`config.mk`:
```
export PLATFORM = sky130hd
export DESIGN_NAME = srw_supervisor
export DESIGN_NICKNAME = d
export VERILOG_FILES = /design/src/rtl/srw_pkg.sv /design/src/rtl/srw_tick_div.sv /design/src/rtl/srw_supervisor.sv
export SDC_FILE = /design/constraint.sdc
export NUM_CORES = 1
export LEC_CHECK = 0
export BUFFER_PORTS_ARGS = -buffer_cell sky130_fd_sc_hd__buf_2
export CAP_MARGIN = 10
export CORE_UTILIZATION = 35
export CTS_CLUSTER_DIAMETER = 50
export CTS_CLUSTER_SIZE = 16
export DETAILED_ROUTE_END_ITERATION = 6
export HOLD_SLACK_MARGIN = 0.02
export PLACE_DENSITY = 0.5
export SETUP_SLACK_MARGIN = 0.1
export SLEW_MARGIN = 40
export SYNTH_ARGS = -nofsm -noshare
export SYNTH_HDL_FRONTEND = slang
export SYNTH_SLANG_ARGS = --single-unit
```
`constraint.sdc`:
```
create_clock -name core_clk_i -period 2.13 [get_ports core_clk_i]
set_input_delay 0.213 -clock core_clk_i [delete_from_list [all_inputs] [get_ports core_clk_i]]
set_output_delay 0.213 -clock core_clk_i [all_outputs]
set_load 0.02 [all_outputs]
```
`src/rtl/srw_pkg.sv`:
```
// package for the supervisor: timing constants, state enum, carrier structs
// assumes a single 50 MHz core clock
package srw_pkg;

  localparam int unsigned CLK_HZ = 50_000_000;
  localparam int unsigned CLK_NS = 20;
  // time base tick period (one tick per millisecond)
  localparam int unsigned TICK_NS = 1_000_000;
  localparam int unsigned TICK_CYC = TICK_NS / CLK_NS;
  // reset stretch, nominal figure in ms
  localparam int unsigned RST_STRETCH_MS = 200;
  localparam int unsigned RST_STRETCH_TICKS = RST_STRETCH_MS * 1_000_000 / TICK_NS;
  // watchdog timeout, nominal 1.6 s in ms
  localparam int unsigned WDOG_TIMEOUT_MS = 1600;
  localparam int unsigned WDOG_TIMEOUT_TICKS = WDOG_TIMEOUT_MS * 1_000_000 / TICK_NS;
  // least kick pulse in ns; the two-flop sampler needs at least one cycle
  localparam int unsigned KICK_MIN_NS = 50;
  localparam int unsigned KICK_MIN_CYC = (KICK_MIN_NS + CLK_NS - 1) / CLK_NS;

  localparam int unsigned CNT_W = 12;
  localparam int unsigned DIV_W = 16;

  typedef enum logic [2:0] {
    SRW_HOLD    = 3'b001,
    SRW_STRETCH = 3'b010,
    SRW_RUN     = 3'b100
  } srw_rst_state_t;

  // qualified digital views of the analog comparators and pins
  typedef struct packed {
    logic supply_low;
    logic manual_reset_n;
    logic watchdog_kick_in;
    logic watchdog_disable;
    logic power_fail_sense_above;
  } srw_inputs_t;

  typedef struct packed {
    logic reset_n;
    logic reset;
    logic watchdog_expired_n;
    logic power_fail_warn_n;
  } srw_outputs_t;

endpackage

```
`src/rtl/srw_tick_div.sv`:
```
// time base divider: one-cycle tick every DIV_CYC core clocks
// assumes synchronous use on core_clk_i only
`timescale 1ns/100ps
`default_nettype none
module srw_tick_div #(
  parameter int unsigned DIV_CYC = srw_pkg::TICK_CYC
) (
  input wire logic core_clk_i,
  input wire logic rst_b_i,
  output logic tick_o
);
  import srw_pkg::*;

  typedef struct packed {
    logic [DIV_W-1:0] cnt;
    logic tick;
  } srw_div_state_t;

  srw_div_state_t st;
  srw_div_state_t next_st;

  always_comb begin
    next_st = st;
    next_st.tick = 1'b0;
    if (st.cnt == DIV_W'(DIV_CYC - 1)) begin
      next_st.cnt = '0;
      next_st.tick = 1'b1;
    end else begin
      next_st.cnt = st.cnt + DIV_W'(1);
    end
  end

  always_ff @(posedge core_clk_i or negedge rst_b_i) begin
    if (!rst_b_i) begin
      st <= '0;
    end else begin
      st <= next_st;
    end
  end

  assign tick_o = st.tick;
endmodule
`default_nettype wire

```
`src/rtl/srw_supervisor.sv`:
```
// supervisor top: reset generator with stretch, watchdog, power-fail warning
// assumes all inputs are asynchronous digital levels from comparators or pins
//
// Summary of operation
// - reset output low while supply is low or manual reset is low
// - reset held for stretch timeout (140..280 ms, nominal 200) after both clear
// - watchdog_expired_n low when kick input idle for watchdog timeout
// - any kick edge, including pulses of 50 ns, restarts watchdog timer
// - floating kick input, modelled as disable input, keeps expired output high unless supply is low
// - low supply forces watchdog_expired_n low at once
// - power-fail warning depends only on its comparator, nothing else
// - power-fail warning high while sense is above reference, low otherwise
// - watchdog expiry never asserts reset by itself
// - active-high reset output is exact complement of active-low reset
`timescale 1ns/100ps
`default_nettype none
module srw_supervisor #(
  parameter int unsigned RST_TICKS = srw_pkg::RST_STRETCH_TICKS,
  parameter int unsigned WDOG_TICKS = srw_pkg::WDOG_TIMEOUT_TICKS,
  parameter int unsigned TICK_CYC = srw_pkg::TICK_CYC
) (
  input wire logic core_clk_i,
  input wire logic rst_b_i,
  input wire srw_pkg::srw_inputs_t pins_i,
  output srw_pkg::srw_outputs_t pins_o
);
  import srw_pkg::*;

  typedef struct packed {
    srw_inputs_t sync1;
    srw_inputs_t sync2;
    logic kick_prev;
    srw_rst_state_t rst_st;
    logic [CNT_W-1:0] rst_cnt;
    logic [CNT_W-1:0] wdog_cnt;
    srw_outputs_t outs;
  } srw_state_t;

  srw_state_t st;
  srw_state_t next_st;
  logic tick;
  logic rst_cause;
  logic kick_edge;

  srw_tick_div #(
    .DIV_CYC(TICK_CYC)
  ) u_tick (
    .core_clk_i(core_clk_i),
    .rst_b_i(rst_b_i),
    .tick_o(tick)
  );

  // terminal count decode, shared by the stretch and watchdog timers
  function automatic logic at_terminal(
    input logic [CNT_W-1:0] cnt,
    input int unsigned ticks
  );
    logic [CNT_W-1:0] last;
    last = CNT_W'(ticks - 1);
    return cnt == last;
  endfunction

  // conditions that hold the processor in reset
  function automatic logic reset_cause(
    input srw_inputs_t s
  );
    logic low;
    logic manual;
    low = s.supply_low;
    manual = ~s.manual_reset_n;
    return low | manual;
  endfunction

  // either direction of the kick pin counts as activity
  function automatic logic edge_seen(
    input logic prev,
    input logic now
  );
    return prev ^ now;
  endfunction

  // reset generator transitions
  function automatic srw_rst_state_t rst_step(
    input srw_rst_state_t cur,
    input logic cause,
    input logic done
  );
    srw_rst_state_t nxt;
    nxt = cur;
    case (cur)
      SRW_HOLD: begin
        if (!cause) begin
          nxt = SRW_STRETCH;
        end
      end
      SRW_STRETCH: begin
        if (cause) begin
          nxt = SRW_HOLD;
        end else if (done) begin
          nxt = SRW_RUN;
        end
      end
      SRW_RUN: begin
        if (cause) begin
          nxt = SRW_HOLD;
        end
      end
      default: begin
        nxt = SRW_HOLD;
      end
    endcase
    return nxt;
  endfunction

  typedef struct packed {
    logic [CNT_W-1:0] cnt;
    logic expired_n;
  } srw_wdog_t;

  // watchdog step; earlier branches win over later ones
  function automatic srw_wdog_t wdog_step(
    input srw_wdog_t cur,
    input logic supply_low,
    input logic disabled,
    input logic kicked,
    input logic back,
    input logic done,
    input logic advance
  );
    srw_wdog_t nxt;
    nxt = cur;
    if (supply_low) begin
      nxt.cnt = '0;
      nxt.expired_n = 1'b0;
    end else if (disabled) begin
      nxt.cnt = '0;
      nxt.expired_n = 1'b1;
    end else if (kicked) begin
      nxt.cnt = '0;
      nxt.expired_n = 1'b1;
    end else if (back) begin
      nxt.cnt = '0;
      nxt.expired_n = 1'b1;
    end else if (done) begin
      nxt.expired_n = 1'b0;
    end else if (advance) begin
      nxt.cnt = cur.cnt + CNT_W'(1);
    end
    return nxt;
  endfunction

  // decoded timer and cause conditions
  logic rst_done;
  logic wdog_done;
  logic wdog_armed;
  logic supply_back;
  srw_wdog_t wdog_cur;
  srw_wdog_t wdog_nxt;

  // watchdog expiry is not a reset cause
  assign rst_cause = reset_cause(st.sync2);
  assign kick_edge = edge_seen(st.kick_prev, st.sync2.watchdog_kick_in);
  assign rst_done = tick & at_terminal(st.rst_cnt, RST_TICKS);
  assign wdog_armed = st.outs.watchdog_expired_n;
  assign wdog_done = tick & wdog_armed & at_terminal(st.wdog_cnt, WDOG_TICKS);
  // low left over from a supply dip: a timeout parks the counter at its end
  assign supply_back = ~wdog_armed & ~at_terminal(st.wdog_cnt, WDOG_TICKS);
  assign wdog_cur = {st.wdog_cnt, st.outs.watchdog_expired_n};
  assign wdog_nxt = wdog_step(wdog_cur, st.sync2.supply_low, st.sync2.watchdog_disable,
    kick_edge, supply_back, wdog_done, tick & wdog_armed);

  always_comb begin
    next_st = st;

    // two flops on every pin before any logic reads it
    next_st.sync1 = pins_i;
    next_st.sync2 = st.sync1;
    next_st.kick_prev = st.sync2.watchdog_kick_in;

    // reset generator: hold, stretch, run
    next_st.rst_st = rst_step(st.rst_st, rst_cause, rst_done);
    if (next_st.rst_st != SRW_STRETCH) begin
      next_st.rst_cnt = '0;
    end else if (st.rst_st == SRW_STRETCH && tick) begin
      next_st.rst_cnt = st.rst_cnt + CNT_W'(1);
    end

    // outputs from the next state, so reset leaves a flop directly
    next_st.outs.reset_n = (next_st.rst_st == SRW_RUN);
    next_st.outs.reset = ~next_st.outs.reset_n;

    // watchdog
    next_st.wdog_cnt = wdog_nxt.cnt;
    next_st.outs.watchdog_expired_n = wdog_nxt.expired_n;

    // comparator only, independent of reset and watchdog
    next_st.outs.power_fail_warn_n = st.sync2.power_fail_sense_above;
  end

  always_ff @(posedge core_clk_i or negedge rst_b_i) begin
    if (!rst_b_i) begin
      st.sync1 <= '0;
      st.sync2 <= '0;
      st.kick_prev <= 1'b0;
      st.rst_st <= SRW_HOLD;
      st.rst_cnt <= '0;
      st.wdog_cnt <= '0;
      // outputs leave reset holding the processor in reset
      st.outs.reset_n <= 1'b0;
      st.outs.reset <= 1'b1;
      st.outs.watchdog_expired_n <= 1'b1;
      st.outs.power_fail_warn_n <= 1'b0;
    end else begin
      st <= next_st;
    end
  end

  assign pins_o = st.outs;
endmodule
`default_nettype wire

```
# After elaboration in Yosys (flattened, before gate mapping)
# Cells that the tools add are included.
# W data, S select, Z words.
# totals
ff_bits	59
wordCells	63
out_inout_bits	4
inputBits	7
# classes
eq_ne	9
muxes	16
reduce_logical	5
n_bitwise	10
add_sub_neg	3
# ops
operator	count
$mux W13	4
$mux W12	4
$add A12 B1 Y12 const B	2
$add A16 B1 Y16 const B	1
$eq A16 B16 Y1 const B	1
$mux W16	1
$eq A12 B11 Y1 const B	1
$eq A12 B8 Y1 const B	1
$mux W3	4
$reduce_bool A5 Y1	2
$pmux W3 S3	1
$eq A3 B3 Y1 const B	2
$ne A5 B4 Y1 const B	1
$and A1 B1 Y1	4
$not A1 Y1	4
$eq A3 B1 Y1 const B	1
$eq A3 B2 Y1 const B	1
$ne A3 B2 Y1 const B	1
$mux W1	2
$reduce_and A2 Y1	1
$reduce_bool A2 Y1	1
$logic_and A1 B1 Y1	1
$or A1 B1 Y1	1
$xor A1 B1 Y1	1

# Longest topological paths before layout
# depth
ltp_word	7
ltp_mapped	7
mapped_depth_nobuf	5

# Hierarchy
# A second synthesis with hierarchy kept.
# hier_totals
hier_cells	242
hier_area_um2	2696.3
# by_module_without_submodules
module	area_each_um2	cells_per_inst	instances	seq_area_each_um2
srw_supervisor	1909.3	174	1	1054.8
srw_tick_div	787.0	68	1	425.4

# Least setup slack after synthesis
# Ideal clock, no wire load.
# synth_timing
path_type	reg2reg
start	register st[4] (netlist name)
end	register st[8] (netlist name)
path_slack_ns	0.377
path_buffers	1
arrival_ns	1.676
synth_period_minus_slack_ns	1.753
path_stages_with_launch	7
t_required_ns	2.053
setup_time_ns	0.077
path_cell_list	dfrtp_1 -> ha_1 -> nor2b_1 -> and4_1 -> buf_2 -> or4_1 -> a21oi_1
# synth_via
elab_chain_len	7
word_cells_on_any_way	14
classes_between	1 x add/sub; 2 x eq/ne; 6 x mux; 3 x bitwise; 2 x reduce/logical
# synth_lines
item	line_no	text
start, declared	srw_supervisor.sv:39	srw_state_t st;
start signal, assigned	srw_supervisor.sv:214	st <= next_st;
$add A12 B1 Y12 / $eq A12 B11 Y1 (equally long branches)	srw_supervisor.sv:147, srw_supervisor.sv:60	
$mux W12 / $not A1 Y1 (equally long branches)	srw_supervisor.sv:146, srw_supervisor.sv:167	
$mux W12 / $and A1 B1 Y1 (equally long branches)	srw_supervisor.sv:144, srw_supervisor.sv:167	
$mux W13	srw_supervisor.sv:141	end else if (back) begin
$mux W13	srw_supervisor.sv:138	end else if (kicked) begin
$mux W13	srw_supervisor.sv:135	end else if (disabled) begin
$mux W13	srw_supervisor.sv:132	if (supply_low) begin
# Parallel ways exist; a longest one is shown, timed or not. The select of a mux whose other input is x is not followed.
# A chain may end at the register's enable or synchronous reset.

# Worst setup path after layout
# Same ends and word-level chain as after synthesis.

==> impl_metrics.tcl <==
set metrics [dict create \
    cap_violations 0 \
    cts_setup_buffers 0 \
    dieArea_um2 7986 \
    postSynthAreaPerCell_um2 10.77 \
    gp_congestion 0.7599 \
    yosys-mux-area-fraction_pct 0.3747 \
    cp_slowest_cell "or4_1" \
    synth_top_family_by_area "simple AND/OR/NAND/NOR gates" \
    p_clk_share_pct 44.0 \
    net-switching-power_mw 0.5626 \
    crit_type "flip-flop to flip-flop" \
    track_usage_pct 14.62 \
    yosysTopAreaCell "dfrtp_1" \
    endpoint_kind "flip-flop" \
    clkTransAtPathRegs_ps 80 \
    cp.arrival_ps 2170 \
    die_h_um 89.37 \
    setup_viol 0 \
    hold_ws_ps 350.3 \
    fmax_mhz 525.2 \
    hp-class "flip-flop to flip-flop" \
    cts_buffers 9 \
    tns_ps 0 \
    grt.overflow.total 0 \
    slew_headroom_pct 53.69 \
    critPathMaxFanout 8 \
    async_flop_share_pct 100.0 \
    cp-start-kind "flip-flop" \
    diodes 0 \
    maxSlewViolCount 0 \
    syn_nets 258 \
    antenna_found_initial 0 \
    crit_path_cell_trace "ha_1 -> nor2b_1 -> and4_1 -> buf_4 -> or4_1 -> a21oi_1" \
    synthFlopType "dfrtp_1" \
    drive_gt1_share_pct 15.22 \
    cp.required_ps 2400 \
    power_mw 2.163 \
    drt_iter0_drc 77 \
    synth_warnings 0 \
    hold_viol 0 \
    synthSimpleGateAreaFrac_pct 23.79 \
    synthToLayoutAreaGrowth_pct 15.69 \
    tightest_slew_ps 686.0 \
    port_buffers 10 \
    grt_max_degree 60 \
    fp-row-count 31 \
    status "completed" \
    combinationalPowerShare_pct 3.0 \
    p_int_mw 1.601 \
    synth_compound_area_share_pct 7.635 \
    synth_cell_types 46 \
    start_util_pct 36.44 \
    remaining_drc_errors 0 \
    ios 11 \
    top_usage_layer "met2" \
    h-tree-depth 3 \
    viasPerCell 4.901 \
    finalCriticalPeriod_ps 1904 \
    cts_sinks 59 \
    grt.met3_usage_pct 5.540 \
    swShare_pct 26.01 \
    final_antenna_net_count 0 \
    die_w_um 89.37 \
    synth_xor_area_share_pct 8.525 \
    fp.coreArea_um2 7331 \
    via_count 1838 \
    skew_ps 8.240 \
    use_met1_pct 20.03 \
    pwr-share-seq_pct 53.0 \
    grt_pass1_vias 1784 \
    wl_mm 4.805 \
    ys_seq_area_share_pct 55.41 \
    cp.buffers_inverters 1 \
    vdd_ir_drop_max_mv 0.4820 \
    drt_first_pass_iters 4 \
    insertion_delay_ps 340 \
    root_buffer "clkbuf_8" \
    fin_crit_sh_pct 89.40 \
    fin_nets 281 \
    cts_tree "yes" \
    netlist_area_um2 2671 \
    synthAdderAreaFrac_pct 1.405 \
    synth.area.top_cells "dfrtp_1 52%, xnor2_1 4.6%, xor2_1 3.9%, nor2_1 3.5%, dfstp_2 3.0%" \
    ys_seq_elements 59 \
    post_drt_wl_per_cell_um 12.81 \
    met2_usage_pct 20.68 \
    fin_util_pct 42.16 \
    synth.top_cell.area_share_pct 52.46 \
    synthCells 248 \
    dp_hpwl_mm 3.086 \
    max_stage_delay_ps 460 \
    synth_edf_count 0 \
    p_per_area_nw_per_um2 700.0 \
    p_leak_nw 1.208 \
    clk_path_buf_depth 2 \
    grt_pass1_wl_mm 8.611 \
    rsz0062_at_grt "no" \
    critPathTopFamily "simple AND/OR/NAND/NOR gates" \
]
-- routing by layer --
| metal | wire [µm] | up-vias | part of all wire (%) |
|---|---|---|---|
| li1 | - | 941 | - |
| met1 | 2561 | 867 | 53 |
| met2 | 2012 | 21 | 42 |
| met3 | 138 | 9 | 2.9 |
| met4 | 92 | 0 | 1.9 |
| met5 | 0 | - | 0 |
-- layout make-up --
| class | count | area, µm² |
|---|---|---|
| clock inverters | 7 | 60.06 |
| flip-flops and latches | 59 | 1481 |
| well taps | 99 | 123.9 |
| fillers | 710 | 4240 |
| multi-input cells | 174 | 1119 |
| repair buffers | 21 | 160.2 |
| clock buffers | 9 | 123.9 |
| inverters | 6 | 22.52 |
-- through the flow --
stage               instance area, µm²  instances  setup slack [ps]
global route                      3090        375             103.9
floorplan                         2671        248             377.0
finish                            3090        375             225.9
CTS                               3089        375             207.5
global placement                  2841        353             115.0
detailed placement                2845        353             237.5
-- sequential cells by signal, indices dropped and copies added (netlist names) --
register,cells
pins_o,3
next_st,7
u_tick.st,16
wdog_armed,1
st,31
u_tick.tick_o,1
-- path summary, 6_finish.rpt --
check,from,end,slack (ps),depth (start not counted)
max in group asynchronous,rst_b_i,wdog_armed,1410,3
worst min-delay path,next_st[0],pins_o[0],350,0
worst max register to register,st[4],st[8],230,6
worst max-delay path,st[4],st[8],230,6
worst min register to register,next_st[0],pins_o[0],350,0
min in group asynchronous,rst_b_i,pins_o[3],390,3
-- layout by cell type (no fill, tap or decap), types with 4 or more instances in the layout --
cell type      instances
dfrtp_1               55
nor2_1                25
nand2_1               15
xnor2_1               14
nand3_1               12
xor2_1                12
nand4_1               11
a21oi_1               10
buf_2                 10
clkbuf_8               9
o21ai_0                8
nor4_1                 7
nor3_1                 7
or3_1                  7
inv_1                  6
dlygate4sd3_1          6
and4_1                 5
nor2b_1                4
buf_4                  4
-- cells by family (layout without fill, tap and decap cells) --
logic type               Yosys count  in the layout
adder cells (fa/ha/maj)            3              3
XOR/XNOR                          26             26
AND/OR/NAND/NOR                  112            112
buffers and inverters             15             43
AO/OA/AOI/OAI                     32             32
flip-flops                        59             59
multiplexers                       1              1
-- cells in the mapped netlist, types with 2 or more instances --
| cell type | number |
|---|---|
| a21oi_1 | 10 |
| a311oi_1 | 2 |
| a41oi_1 | 3 |
| and2_1 | 2 |
| and3_1 | 2 |
| and4_1 | 5 |
| buf_2 | 4 |
| buf_4 | 4 |
| dfrtp_1 | 56 |
| dfstp_2 | 3 |
| ha_1 | 3 |
| inv_1 | 6 |
| nand2_1 | 15 |
| nand3_1 | 12 |
| nand4_1 | 11 |
| nor2_1 | 25 |
| nor2b_1 | 4 |
| nor3_1 | 7 |
| nor4_1 | 7 |
| nor4b_1 | 2 |
| o211ai_1 | 2 |
| o21ai_0 | 8 |
| o31ai_1 | 2 |
| or3_1 | 7 |
| xnor2_1 | 14 |
| xor2_1 | 12 |
-- power groups by stage --
stage | Clock (mW) | Combinational, mW | Sequential (mW)
6_report | 0.952 | 0.0653 | 1.15
3_3_place_gp | 0 | 0.0599 | 1.17
2_1_floorplan | 0 | 0.0243 | 1.16
4_1_cts | 0.985 | 0.0683 | 1.15
3_5_place_dp | 0 | 0.0601 | 1.17
5_1_grt | 1.04 | 0.0747 | 1.15
-- what timing repair did --
item                                   in CTS  in global routing
gates resized for setup                     0                  1
hold buffers                                6                  0
setup endpoints to repair                   0                  1
endpoints found under the hold margin      61                  0
No activity file was read; power rests on OpenSTA's default activity.
